`config.mk`:
```
export PLATFORM = sky130hd
export DESIGN_NAME = efiu_top
export DESIGN_NICKNAME = d
export VERILOG_FILES = /design/src/design/efiu_pkg.sv /design/src/design/efiu_top.sv /design/src/design/efiu_sync.sv /design/src/design/efiu_flag_cell.sv
export VERILOG_INCLUDE_DIRS = /design/src /design/src/design
export SDC_FILE = /design/constraint.sdc
export NUM_CORES = 1
export LEC_CHECK = 0
export BUFFER_PORTS_ARGS = -buffer_cell sky130_fd_sc_hd__buf_2
export CAP_MARGIN = 0
export CORE_MARGIN = 10
export CORE_UTILIZATION = 30
export CTS_CLUSTER_DIAMETER = 100
export DETAILED_ROUTE_END_ITERATION = 16
export GPL_TIMING_DRIVEN = 0
export PLACE_DENSITY = 0.59
export SYNTH_ARGS = -nofsm -noshare
export SYNTH_HDL_FRONTEND = slang
export SYNTH_SLANG_ARGS = --single-unit
```
`constraint.sdc`:
```
create_clock -name core_clk -period 2.2 [get_ports core_clk]
set_input_delay 0.22 -clock core_clk [delete_from_list [all_inputs] [get_ports core_clk]]
set_output_delay 0.22 -clock core_clk [all_outputs]
set_load 0.01 [all_outputs]
```
`src/design/efiu_map.svh`:
```
// Register indices, field positions and reset values of the event flag unit
`ifndef EFIU_MAP_SVH
`define EFIU_MAP_SVH

// Register indices; byte address is four times the index
`define EFIU_IDX_CTRL    4'h0
`define EFIU_IDX_IEN_LO  4'h3
`define EFIU_IDX_IEN_HI  4'h4
`define EFIU_IDX_FLG_LO  4'h5
`define EFIU_IDX_FLG_HI  4'h6
`define EFIU_IDX_RTE_LO  4'h7
`define EFIU_IDX_RTE_HI  4'h8
`define EFIU_IDX_PIN     4'h9

// Field layout
`define EFIU_NUM_EVT     11
`define EFIU_LO_W        8
`define EFIU_HI_W        3
`define EFIU_CTRL_SWRST  0
`define EFIU_ADR_MSB     5
`define EFIU_ADR_LSB     2

// Reset values
`define EFIU_RST_BYTE    8'h00
`define EFIU_RST_HI      3'h0

// AXI responses
`define EFIU_RESP_OKAY   2'b00
`define EFIU_RESP_SLVERR 2'b10

`endif

```
`src/design/efiu_pkg.sv`:
```
// Types shared by the event flag interrupt unit
package efiu_pkg;

  // One register write, as captured from the bus
  typedef struct packed {
    logic [3:0]  idx;
    logic [7:0]  data;
    logic        lane0;
  } efiu_wr_s;

  // Write channel sequencing
  typedef enum logic [1:0] {
    WR_IDLE = 2'b00,
    WR_DO   = 2'b01,
    WR_RESP = 2'b10
  } efiu_wr_e;

  // Read channel sequencing
  typedef enum logic {
    RD_IDLE = 1'b0,
    RD_DATA = 1'b1
  } efiu_rd_e;

endpackage

```
`src/design/efiu_top.sv`:
```
// Event flag interrupt unit with AXI4-Lite register access
// Function
// RQ1 - Two active-low open-drain interrupt outputs
// RQ2 - Eleven flags in two flag registers
// RQ3 - Per-flag enable bits in two registers
// RQ4 - Enabled flag latches on source rising edge
// RQ5 - Latched enabled flag pulls routed pin low
// RQ6 - Disabled flag mirrors source, no interrupt
// RQ7 - Writing one clears flag; zero ignored
// RQ8 - Hardware or soft reset clears flags
// RQ9 - Route bit picks first or second pin
// RQ10 - Each pin ORs its routed active flags
// RQ11 - Host reads flags after seeing interrupt
// RQ12 - Host follows documented service order
// RQ13 - Flag write also clears latched sources
// RQ14 - Pin releases when nothing active remains
//
// Implementation choice: the AXI4-Lite register port.
`timescale 1ns/1ps
`include "efiu_map.svh"
module efiu_top
#(
  parameter int ADDR_W = 6
)
(
  // Clock and reset
  input  wire logic                       core_clk,
  input  wire logic                       resetn,
  // AXI4-Lite write address
  input  wire logic                       s_axi_awvalid,
  output logic                            s_axi_awready,
  input  wire logic [ADDR_W-1:0]          s_axi_awaddr,
  input  wire logic [2:0]                 s_axi_awprot,
  // AXI4-Lite write data
  input  wire logic                       s_axi_wvalid,
  output logic                            s_axi_wready,
  input  wire logic [31:0]                s_axi_wdata,
  input  wire logic [3:0]                 s_axi_wstrb,
  // AXI4-Lite write response
  output logic                            s_axi_bvalid,
  input  wire logic                       s_axi_bready,
  output logic [1:0]                      s_axi_bresp,
  // AXI4-Lite read address
  input  wire logic                       s_axi_arvalid,
  output logic                            s_axi_arready,
  input  wire logic [ADDR_W-1:0]          s_axi_araddr,
  input  wire logic [2:0]                 s_axi_arprot,
  // AXI4-Lite read data
  output logic                            s_axi_rvalid,
  input  wire logic                       s_axi_rready,
  output logic [31:0]                     s_axi_rdata,
  output logic [1:0]                      s_axi_rresp,
  // Event sources and clears toward latched sources
  input  wire logic [`EFIU_NUM_EVT-1:0]   evtSrc,
  output logic      [`EFIU_NUM_EVT-1:0]   evtSrcClear,
  // Interrupt pin A, open drain
  input  wire logic                       irqOutANIn,
  output logic                            irqOutANOut,
  output logic                            irqOutANOeN,
  // Interrupt pin B, open drain
  input  wire logic                       irqOutBNIn,
  output logic                            irqOutBNOut,
  output logic                            irqOutBNOeN
);
  import efiu_pkg::*;

  localparam int NE = `EFIU_NUM_EVT;

  // ************************************************************
  // Register storage
  // ************************************************************
  logic [`EFIU_LO_W-1:0] ienLo_ff;
  logic [`EFIU_HI_W-1:0] ienHi_ff;
  logic [`EFIU_LO_W-1:0] rteLo_ff;
  logic [`EFIU_HI_W-1:0] rteHi_ff;
  logic                  swRst_ff;
  logic [NE-1:0]         srcClr_ff;
  logic                  irqAOeN_ff;
  logic                  irqBOeN_ff;
  logic                  pinLow_ff;

  // ************************************************************
  // Bus channel state
  // ************************************************************
  efiu_wr_e   wrSt_ff;
  efiu_rd_e   rdSt_ff;
  efiu_wr_s   wrReq_ff;
  logic       awHeld_ff;
  logic       wHeld_ff;
  logic       awRdy_ff;
  logic       wRdy_ff;
  logic       arRdy_ff;
  logic [1:0] bResp_ff;
  logic [31:0] rData_ff;
  logic [1:0] rResp_ff;
  // Combinational helpers
  logic [NE-1:0] ien;
  logic [NE-1:0] rte;
  logic [NE-1:0] evtSync;
  logic [NE-1:0] latched;
  logic [NE-1:0] readBits;
  logic [NE-1:0] clrMask;
  logic [1:0]    pinSync;
  logic          awTake;
  logic          wTake;
  logic          doWrite;
  logic          wrHit;
  logic          wrLegal;
  logic [3:0]    rdIdx;
  logic          rdLegal;
  logic [7:0]    rdByte;
  logic          activeA;
  logic          activeB;

  assign ien = {ienHi_ff, ienLo_ff}; // RQ3
  assign rte = {rteHi_ff, rteLo_ff}; // RQ9

  // ************************************************************
  // Input synchronisers and flag cells
  // ************************************************************
  // Sources may come from other clock domains
  efiu_sync #(.WIDTH(NE)) u_evtSync
  (.core_clk(core_clk), .resetn(resetn), .asyncIn(evtSrc),
   .syncOut(evtSync));

  // Pin levels may be pulled low by other devices on the wire
  efiu_sync #(.WIDTH(2)) u_pinSync
  (.core_clk(core_clk), .resetn(resetn),
   .asyncIn({irqOutBNIn, irqOutANIn}), .syncOut(pinSync));

  // One cell per event; eleven in all across two registers
  genvar g;
  generate
    for (g = 0; g < NE; g++)
    begin : g_flag
      efiu_flag_cell u_cell // RQ2
      (.core_clk(core_clk), .resetn(resetn), .srcLevel(evtSync[g]),
       .enable(ien[g]), .clearW1c(clrMask[g]), .swReset(swRst_ff),
       .latched(latched[g]), .readBit(readBits[g]));
    end
  endgenerate

  // ************************************************************
  // Write channel
  // ************************************************************
  assign awTake  = s_axi_awvalid & awRdy_ff;
  assign wTake   = s_axi_wvalid & wRdy_ff;
  assign doWrite = (wrSt_ff == WR_DO);

  // Address and data are taken in either order and held apart
  always_ff @(posedge core_clk or negedge resetn)
  begin
    if (!resetn)
    begin
      awHeld_ff <= 1'b0;
      wHeld_ff  <= 1'b0;
      awRdy_ff  <= 1'b0;
      wRdy_ff   <= 1'b0;
      wrReq_ff  <= '0;
    end
    else
    begin
      if (awTake)
      begin
        awHeld_ff    <= 1'b1;
        awRdy_ff     <= 1'b0;
        wrReq_ff.idx <= s_axi_awaddr[`EFIU_ADR_MSB:`EFIU_ADR_LSB];
      end
      else if (doWrite)
        awHeld_ff <= 1'b0;
      else if (!awHeld_ff && wrSt_ff == WR_IDLE)
        awRdy_ff <= 1'b1;
      if (wTake)
      begin
        wHeld_ff       <= 1'b1;
        wRdy_ff        <= 1'b0;
        wrReq_ff.data  <= s_axi_wdata[7:0];
        wrReq_ff.lane0 <= s_axi_wstrb[0];
      end
      else if (doWrite)
        wHeld_ff <= 1'b0;
      else if (!wHeld_ff && wrSt_ff == WR_IDLE)
        wRdy_ff <= 1'b1;
    end
  end

  // Unmapped indices answer with an error; the map is control plus one run
  assign wrHit = (wrReq_ff.idx == `EFIU_IDX_CTRL)
                 | ((wrReq_ff.idx >= `EFIU_IDX_IEN_LO)
                    & (wrReq_ff.idx <= `EFIU_IDX_PIN));
  assign wrLegal = wrHit & wrReq_ff.lane0;

  // Write sequencing: collect, perform, respond
  always_ff @(posedge core_clk or negedge resetn)
  begin
    if (!resetn)
    begin
      wrSt_ff  <= WR_IDLE;
      bResp_ff <= `EFIU_RESP_OKAY;
    end
    else
    begin
      case (wrSt_ff)
        WR_IDLE:
          if ((awHeld_ff | awTake) & (wHeld_ff | wTake))
            wrSt_ff <= WR_DO;
        WR_DO:
        begin
          wrSt_ff  <= WR_RESP;
          bResp_ff <= wrHit ? `EFIU_RESP_OKAY : `EFIU_RESP_SLVERR;
        end
        WR_RESP:
          if (s_axi_bready)
            wrSt_ff <= WR_IDLE;
        default:
          wrSt_ff <= WR_IDLE;
      endcase
    end
  end

  // Enables and routes are plain read/write registers; the high ones keep three bits
  always_ff @(posedge core_clk or negedge resetn)
  begin
    if (!resetn)
    begin
      ienLo_ff <= `EFIU_RST_BYTE;
      ienHi_ff <= `EFIU_RST_HI;
      rteLo_ff <= `EFIU_RST_BYTE;
      rteHi_ff <= `EFIU_RST_HI;
    end
    else if (doWrite && wrLegal)
    begin
      case (wrReq_ff.idx)
        `EFIU_IDX_IEN_LO: ienLo_ff <= wrReq_ff.data; // RQ3
        `EFIU_IDX_IEN_HI: ienHi_ff <= wrReq_ff.data[`EFIU_HI_W-1:0];
        `EFIU_IDX_RTE_LO: rteLo_ff <= wrReq_ff.data; // RQ9
        `EFIU_IDX_RTE_HI: rteHi_ff <= wrReq_ff.data[`EFIU_HI_W-1:0];
        default:          ;
      endcase
    end
  end

  // Write-one clear mask for the flag cells; zeros leave flags alone
  always_comb
  begin
    clrMask = '0;
    if (doWrite && wrLegal)
    begin
      if (wrReq_ff.idx == `EFIU_IDX_FLG_LO)
        clrMask[`EFIU_LO_W-1:0] = wrReq_ff.data; // RQ7
      if (wrReq_ff.idx == `EFIU_IDX_FLG_HI)
        clrMask[NE-1:`EFIU_LO_W] = wrReq_ff.data[`EFIU_HI_W-1:0]; // RQ7
    end
  end

  // Soft reset is a one-cycle pulse, self-clearing
  always_ff @(posedge core_clk or negedge resetn)
  begin
    if (!resetn)
      swRst_ff <= 1'b0;
    else
      swRst_ff <= doWrite & wrLegal & (wrReq_ff.idx == `EFIU_IDX_CTRL)
                  & wrReq_ff.data[`EFIU_CTRL_SWRST]; // RQ8
  end

  // Latched sources elsewhere are cleared by the same write or a soft reset
  always_ff @(posedge core_clk or negedge resetn)
  begin
    if (!resetn)
      srcClr_ff <= '0;
    else
      srcClr_ff <= clrMask | {NE{swRst_ff}}; // RQ13
  end

  // ************************************************************
  // Read channel
  // ************************************************************
  assign rdIdx = s_axi_araddr[`EFIU_ADR_MSB:`EFIU_ADR_LSB];

  // Flag reads show latched or live state per enable bit
  always_comb
  begin
    rdByte  = 8'h00;
    rdLegal = 1'b1;
    case (rdIdx)
      `EFIU_IDX_CTRL:   rdByte = 8'h00;
      `EFIU_IDX_IEN_LO: rdByte = ienLo_ff;
      `EFIU_IDX_IEN_HI: rdByte = {5'h00, ienHi_ff};
      `EFIU_IDX_FLG_LO: rdByte = readBits[`EFIU_LO_W-1:0];
      `EFIU_IDX_FLG_HI: rdByte = {5'h00, readBits[NE-1:`EFIU_LO_W]};
      `EFIU_IDX_RTE_LO: rdByte = rteLo_ff;
      `EFIU_IDX_RTE_HI: rdByte = {5'h00, rteHi_ff};
      `EFIU_IDX_PIN:    rdByte = {5'h00, pinLow_ff, pinSync};
      default:          rdLegal = 1'b0;
    endcase
  end

  // One read at a time; data is captured at the address edge
  always_ff @(posedge core_clk or negedge resetn)
  begin
    if (!resetn)
    begin
      rdSt_ff  <= RD_IDLE;
      arRdy_ff <= 1'b0;
      rData_ff <= 32'h0000_0000;
      rResp_ff <= `EFIU_RESP_OKAY;
    end
    else
    begin
      case (rdSt_ff)
        RD_IDLE:
          if (s_axi_arvalid && arRdy_ff)
          begin
            rdSt_ff  <= RD_DATA;
            arRdy_ff <= 1'b0;
            rData_ff <= {24'h00_0000, rdByte};
            rResp_ff <= rdLegal ? `EFIU_RESP_OKAY : `EFIU_RESP_SLVERR;
          end
          else
            arRdy_ff <= 1'b1;
        RD_DATA:
          if (s_axi_rready)
            rdSt_ff <= RD_IDLE;
        default:
          rdSt_ff <= RD_IDLE;
      endcase
    end
  end

  // ************************************************************
  // Interrupt pins
  // ************************************************************
  // Disabled flags never reach a pin, whatever their level
  assign activeA = |(latched & ien & ~rte); // RQ5 RQ6 RQ10
  assign activeB = |(latched & ien & rte);  // RQ5 RQ6 RQ10

  // Enable low means the pin is pulled low; high means released
  always_ff @(posedge core_clk or negedge resetn)
  begin
    if (!resetn)
    begin
      irqAOeN_ff <= 1'b1;
      irqBOeN_ff <= 1'b1;
      pinLow_ff  <= 1'b0;
    end
    else
    begin
      irqAOeN_ff <= ~activeA; // RQ1 RQ14
      irqBOeN_ff <= ~activeB; // RQ1 RQ14
      pinLow_ff  <= activeA | activeB;
    end
  end

  // Bus and pin outputs, taken from flip-flops apart from the fixed pin data bits
  assign s_axi_awready = awRdy_ff;
  assign s_axi_wready  = wRdy_ff;
  assign s_axi_bvalid  = wrSt_ff[1]; // Set only in WR_RESP
  assign s_axi_bresp   = bResp_ff;
  assign s_axi_arready = arRdy_ff;
  assign s_axi_rvalid  = (rdSt_ff == RD_DATA);
  assign s_axi_rdata   = rData_ff;
  assign s_axi_rresp   = rResp_ff;
  assign evtSrcClear   = srcClr_ff;
  // Open drain only ever drives low, so the data bit is fixed
  assign irqOutANOut   = 1'b0; // RQ1
  assign irqOutBNOut   = 1'b0; // RQ1
  assign irqOutANOeN   = irqAOeN_ff;
  assign irqOutBNOeN   = irqBOeN_ff;

endmodule // efiu_top

```
`src/design/efiu_sync.sv`:
```
// Three-stage synchroniser that accepts a change once stages two and three agree
`timescale 1ns/1ps
module efiu_sync
#(
  parameter int WIDTH = 1
)
(
  // Clock and reset
  input  wire logic             core_clk,
  input  wire logic             resetn,
  // Asynchronous in, settled out
  input  wire logic [WIDTH-1:0] asyncIn,
  output logic      [WIDTH-1:0] syncOut
);

  logic [WIDTH-1:0] st1_ff;
  logic [WIDTH-1:0] st2_ff;
  logic [WIDTH-1:0] st3_ff;
  logic [WIDTH-1:0] settled_ff;

  // Stage one feeds stage two only, to keep metastability contained
  always_ff @(posedge core_clk or negedge resetn)
  begin
    if (!resetn)
    begin
      st1_ff     <= '0;
      st2_ff     <= '0;
      st3_ff     <= '0;
      settled_ff <= '0;
    end
    else
    begin
      st1_ff <= asyncIn;
      st2_ff <= st1_ff;
      st3_ff <= st2_ff;
      for (int i = 0; i < WIDTH; i++)
        if (st2_ff[i] == st3_ff[i])
          settled_ff[i] <= st3_ff[i];
    end
  end

  assign syncOut = settled_ff;

endmodule // efiu_sync

```
`src/design/efiu_flag_cell.sv`:
```
// One event flag: edge latch when enabled, live mirror when not
`timescale 1ns/1ps
module efiu_flag_cell
(
  // Clock and reset
  input  wire logic core_clk,
  input  wire logic resetn,
  // Event source and controls
  input  wire logic srcLevel,
  input  wire logic enable,
  input  wire logic clearW1c,
  input  wire logic swReset,
  // Results
  output logic      latched,
  output logic      readBit
);

  logic prevLevel_ff;
  logic latched_ff;
  logic riseSeen;
  logic nxt_latched;

  // Only a rising edge counts, and only while enabled
  assign riseSeen = enable & srcLevel & ~prevLevel_ff; // RQ4

  // A set in the clear cycle wins; soft reset always empties the flag
  always_comb
  begin
    nxt_latched = latched_ff;
    if (clearW1c)
      nxt_latched = 1'b0; // RQ7
    if (riseSeen)
      nxt_latched = 1'b1; // RQ4
    if (swReset)
      nxt_latched = 1'b0; // RQ8
  end

  // Flag state and edge history
  always_ff @(posedge core_clk or negedge resetn)
  begin
    if (!resetn)
    begin
      prevLevel_ff <= 1'b0;
      latched_ff   <= 1'b0; // RQ8
    end
    else
    begin
      prevLevel_ff <= srcLevel;
      latched_ff   <= nxt_latched;
    end
  end

  assign latched = latched_ff;
  // Disabled flags show the live source
  assign readBit = enable ? latched_ff : srcLevel; // RQ6

endmodule // efiu_flag_cell

```
Word-level counts from Yosys, hierarchy flattened:

Index checks and enable logic that the tools add are counted.

* magnitude comparators: 2
* eq/ne operators: 32
* mux-type cells: 67
* bitwise operators: 53
* reductions and logical operators: 35

Operator list (number)
* $mux 1: 57
* $pmux 8 s7: 1
* $and 11x11->11: 3
* $reduce_bool 3->1: 11
* $eq 4x3->1 const B: 8
* $and 1x1->1: 30
* $reduce_or 11->1: 2
* $reduce_and 2->1: 8
* $not 1->1: 14
* $eq 1x1->1: 13
* $eq 4x4->1 const B: 3
* $mux 11: 1
* $not 11->11: 1
* $or 11x11->11: 1
* $eq 4x2->1 const B: 2
* $logic_not 4->1: 2
* $mux 2: 4
* $mux 8: 1
* $reduce_bool 2->1: 4
* $reduce_or 8->1: 1
* $ne 2x2->1 const B: 3
* $pmux 2 s3: 1
* $ge 4x2->1 const B: 1
* $le 4x4->1 const B: 1
* 9 further kinds: 16

* flip-flop bits (word level): 144
* input port bits: 74
* output and inout port bits: 56
* logic and storage cells: 252

Logic depth before layout (Yosys ltp):

* depth in word-level cells: 9
* depth in mapped cells: 7
* mapped depth without buffers: 5

Hierarchy:

Synthesis repeated with hierarchy kept, for this count alone.

* cell total of the unflattened synthesis: 429
* area, all modules: 5798.1 sq um

By module, submodules not included
* efiu_top: times used 1, cells each 298, area an instance 3428.3 sq um, sequential area each 1704.1 sq um
* efiu_sync (u_evtSync): times used 1, cells each 55, area an instance 1224.9 sq um, sequential area each 1101.1 sq um
* efiu_flag_cell: times used 11, cells each 6, area an instance 83.8 sq um, sequential area each 50.0 sq um
* efiu_sync (u_pinSync): times used 1, cells each 10, area an instance 222.7 sq um, sequential area each 200.2 sq um

Least setup slack after synthesis:

Ideal clock, no wire load.

* path kind: reg2reg
* from: register wrSt_ff[1]
* to: register ienLo_ff[0]
* library setup time: 125 ps
* arrival: 1492 ps
* required time: 2075 ps
* slack: 583 ps
* cell stages (with the launch flop): 5
* path buffers: 0
* period minus slack after synthesis: 1617 ps
* cells stage by stage: dfrtp_1 > nor2b_1 > nand2_1 > nor4_4 > mux2_2

* cells in the longest elaborated chain, start to end: 3

RTL lines
* start, declared: RTL line efiu_top.sv:85 `efiu_wr_e wrSt_ff;`
* start signal, assigned: RTL line efiu_top.sv:198 `wrSt_ff <= WR_IDLE;`
* start signal, assigned: RTL line efiu_top.sv:206 `wrSt_ff <= WR_DO;`
* start signal, assigned: RTL line efiu_top.sv:209 `wrSt_ff <= WR_RESP;`
* $eq 2x1->1: RTL line efiu_top.sv:148 `assign doWrite = (wrSt_ff == WR_DO);`
* $logic_and 1x1->1: RTL line efiu_top.sv:231 `else if (doWrite && wrLegal)`
* $reduce_and 2->1 (no line)
* end signal, assigned: RTL line efiu_top.sv:226 `` ienLo_ff <= `EFIU_RST_BYTE; ``
* end signal, assigned: RTL line efiu_top.sv:234 `` `EFIU_IDX_IEN_LO: ienLo_ff <= wrReq_ff.data; ``
* end, declared: RTL line efiu_top.sv:72 `` logic [`EFIU_LO_W-1:0] ienLo_ff; ``

No other way between the ends.
A chain may end at the register's enable or synchronous reset.

Worst setup path in the final report:

* from: register wrSt_ff[1]
* to: register rteLo_ff[7]

* cells in the longest elaborated chain, start to end: 3

RTL lines
* $eq 2x1->1: RTL line efiu_top.sv:148
* $logic_and 1x1->1: RTL line efiu_top.sv:231
* $reduce_and 2->1 (no line)
* end signal, assigned: RTL line efiu_top.sv:228 `` rteLo_ff <= `EFIU_RST_BYTE; ``
* end signal, assigned: RTL line efiu_top.sv:236 `` `EFIU_IDX_RTE_LO: rteLo_ff <= wrReq_ff.data; ``
* end, declared: RTL line efiu_top.sv:74 `` logic [`EFIU_LO_W-1:0] rteLo_ff; ``

No other way between the ends.

==> flow_summary.toml <==
[status]
status = "finished clean"

[global_route]
antenna_found_initial = 0
grt_pass1_vias = 3912
overflow = 0
grt_max_degree = 90
track_usage_pct = 10.93
grt_pass1_wl_um = 20880

[setup_path]
start_kind = "flip-flop"
crit_path_end_kind = "flip-flop"
reg2reg_depth = 6
reg2reg_to = "rteLo_ff[7]"
cp.arrival_ns = 2.32
r2r_slack_ns = 0.18
worstSetupPathType = "flip-flop to flip-flop"
required_ns = 2.49
critPathMaxFanout = 10
worst_r2r_startpoint = "wrSt_ff[1]"

[placement]
place_congestion = 0.8827
dp_cells = 761
dpl_cell_area_um2 = 6291
port_buffers = 64
place_ws_ns = 0.1709
dp_hpwl_um = 9263

[synthesis]
synthArstFlopShare_pct = 100.0
postSynthCellCount = 440
post-synth-top-count-cell = "dfrtp_1"
synth_warnings = 0
ys_seq_area_share_pct = 64.08
synth_top_flop_cell = "dfrtp_1"
yosysUniqueCellTypes = 42
syn_area_um2 = 5549
synth_commonest_cells = "dfrtp_1, nand2_1, o21ai_0"
synth-edff-count = 0
synth_top_cell_area_share_pct = 63.13
post_synth.cell_area_avg_um2 = 12.61
synth.largest_area_cell = "dfrtp_1"
yosys-top-cells-area = "dfrtp_1, mux2_2, buf_4, o21ai_0, nand2_1"
ys_ff_latch = 142

[floorplanning]
start_util_pct = 30.68
core_um2 = 18090
rows = 49
die_h_um = 156.0
die_w_um = 156.0
dieArea_um2 = 24340
ios = 130

[routing]
first_iter_violations = 199
ant_nets = 0
vias = 3732
vias_per_cell = 4.613
routed_wl_um = 12700
drt_pass1_iterations = 5
wl_per_cell_um = 15.70
route.detailed.drc = 0

[sta]
min_period_ns = 2.025
worst_slack_ns = 0.1751
tightest_slew_ns = 0.7158
finalCritPeriodShare_pct = 92.04
rsz0062_at_grt = "yes"
finalHoldViolations = 0
timing.setup.tns_ns = 0
setup_viol_count_final = 0
fmax_mhz = 493.8
relSlewSlack_pct = 51.92
skew_ns = 0.008843
drv_slew = 0

[layout]
final-seq-area_um2 = 3556
nFillCells = 1732
syn2layout_area_growth_pct = 26.83
layout.nets = 641
stdcell_count = 809
antennaDiodeCount = 0
drive_gt1_share_pct = 27.24
stdcell_area_um2 = 7038
multi_input_area_um2 = 1804

[pwr]
p_comb_share_pct = 18.2
clkPwrFrac_pct = 34.2
max-vdd-ir-drop_v = 0.0005729
p_switching_mw = 2.440
power_leakage_nw = 3.359
swShare_pct = 30.34
p_per_area_nw_per_um2 = 1143
internal-power_mw = 5.602
power_frac_seq_pct = 47.5

[clock_tree]
htreeDepth = 4
tritoncts = "done"
clock_sinks = 142
cts_resized = 0
clock_latency_ns = 0.42
clockRootBuffer = "clkbuf_16"
cts_buffers = 17
clk_pin_slew_worst_paths_ns = 0.06
cts_buffer_depth = 2

[run]
maxCapViolations = 0

[min_path]
hp-class = "input pin to flip-flop"
hold_start = "s_axi_wdata[3]"
hold_path_depth = 2
hold_end = "wrReq_ff[4]"
-- cells in the final DEF, fill, tap and decap left out, types with 3 or more instances in the layout --
| cell type | netlist | layout |
|---|---|---|
| clkinv_2 | 0 | 3 |
| conb_1 | 1 | 28 |
| nor2b_1 | 6 | 6 |
| o22ai_1 | 12 | 12 |
| mux2_2 | 22 | 22 |
| buf_2 | 4 | 67 |
| dlygate4sd3_1 | 0 | 16 |
| buf_4 | 28 | 28 |
| nand2_1 | 38 | 38 |
| nand4_1 | 3 | 3 |
| nor2_1 | 9 | 9 |
| maj3_1 | 13 | 13 |
| nand3_1 | 14 | 14 |
| mux2i_1 | 14 | 14 |
| inv_1 | 9 | 9 |
| a22o_1 | 8 | 8 |
| nand3b_1 | 18 | 18 |
| clkbuf_1 | 7 | 7 |
| dfrtp_1 | 140 | 140 |
| a21o_1 | 11 | 11 |
| a21oi_1 | 18 | 18 |
| clkbuf_16 | 0 | 17 |
| o21ai_0 | 29 | 29 |
| nand2b_1 | 7 | 7 |
| a22oi_1 | 4 | 4 |
| clkbuf_8 | 0 | 4 |
-- kinds of logic after synthesis --
family,count (synthesis),share of synthesized area [%]
AO/OA/AOI/OAI,92,10.49
adder cells (fa/ha/maj),13,2.345
multiplexers,36,6.990
other,1,0.06758
buffers and inverters,48,5.231
AND/OR/NAND/NOR,108,10.80
flip-flops,142,64.08
-- through the flow --
step                power (mW)  hold WS (ns)  util (%)
finish                   8.042       0.03383     38.91
global route             8.557       0.01865     38.91
CTS                      8.145       0.01516     38.91
detailed placement       5.317        0.2109     34.78
global placement         5.236        0.3295     34.60
floorplan                4.712      -0.07559         -
-- state kept, by name, summed over array words and instances, names as in the netlist, 3 cells and up --
signal / cells
u_evtSync.syncOut: 11
evtSrcClear: 11
u_evtSync.st3_ff: 11
ienLo_ff: 8
s_axi_rdata: 8
ienHi_ff: 3
rteLo_ff: 8
u_evtSync.st1_ff: 11
g_flag.u_cell.prevLevel_ff: 11
wrReq_ff: 13
rteHi_ff: 3
u_evtSync.st2_ff: 11
g_flag.u_cell.latched: 11
-- routing by layer --
metal	wire, um	GRT usage (%)	vias up
li1	-	-	1771
met1	6005	14.47	1839
met2	5412	15.35	115
met3	1174	5.128	7
met4	106	3.597	0
met5	0	0	-
-- what timing repair did --
action                                  CTS  global route
setup buffers                             0             0
endpoints found under the hold margin    68             0
hold buffers                             16             0
endpoints found under the setup margin    0             3
-- area by class of cell --
type / count / share of cell area, %
flip-flops and latches: 142 / 50.52
well taps: 229 / 4.071
repair buffers: 81 / 7.307
clock buffers: 21 / 6.827
multi-input cells: 277 / 25.64
inverters: 9 / 0.4800
plain buffers: 39 / 3.644
clock inverters: 11 / 1.511
-- how the worst max path moves through the flow --
stage	from	endpoint	slack, ns	cells past startpoint
after global placement	resetn	evtSrcClear[3]	-0.98	1
after CTS	wrSt_ff[1]	rteLo_ff[7]	0.17	6
after detailed placement	wrSt_ff[1]	rteLo_ff[7]	0.17	6
after global routing	wrSt_ff[1]	rteLo_ff[6]	-0.03	6
final	wrSt_ff[1]	rteLo_ff[7]	0.18	6
after floorplan	wrSt_ff[1]	ienLo_ff[0]	0.58	4
-- critical path, cell delays in order, from the launching register on --
cell	delay, ns
dfrtp_1	0.44
nand2b_1	0.28
nor3_2	0.35
nand3_1	0.37
buf_2	0.31
nand2_1	0.08
o21ai_0	0.08
-- power groups by stage --
stage               registers, mW  clock network, mW  logic (mW)
finish                       3.82               2.75        1.47
global route                 3.93               2.96        1.67
CTS                          3.82               2.85        1.48
detailed placement           3.86                  0        1.45
global placement             3.83                  0        1.41
floorplan                    3.71                  0       0.999
Note: power is estimated with default switching activity, not from simulation.
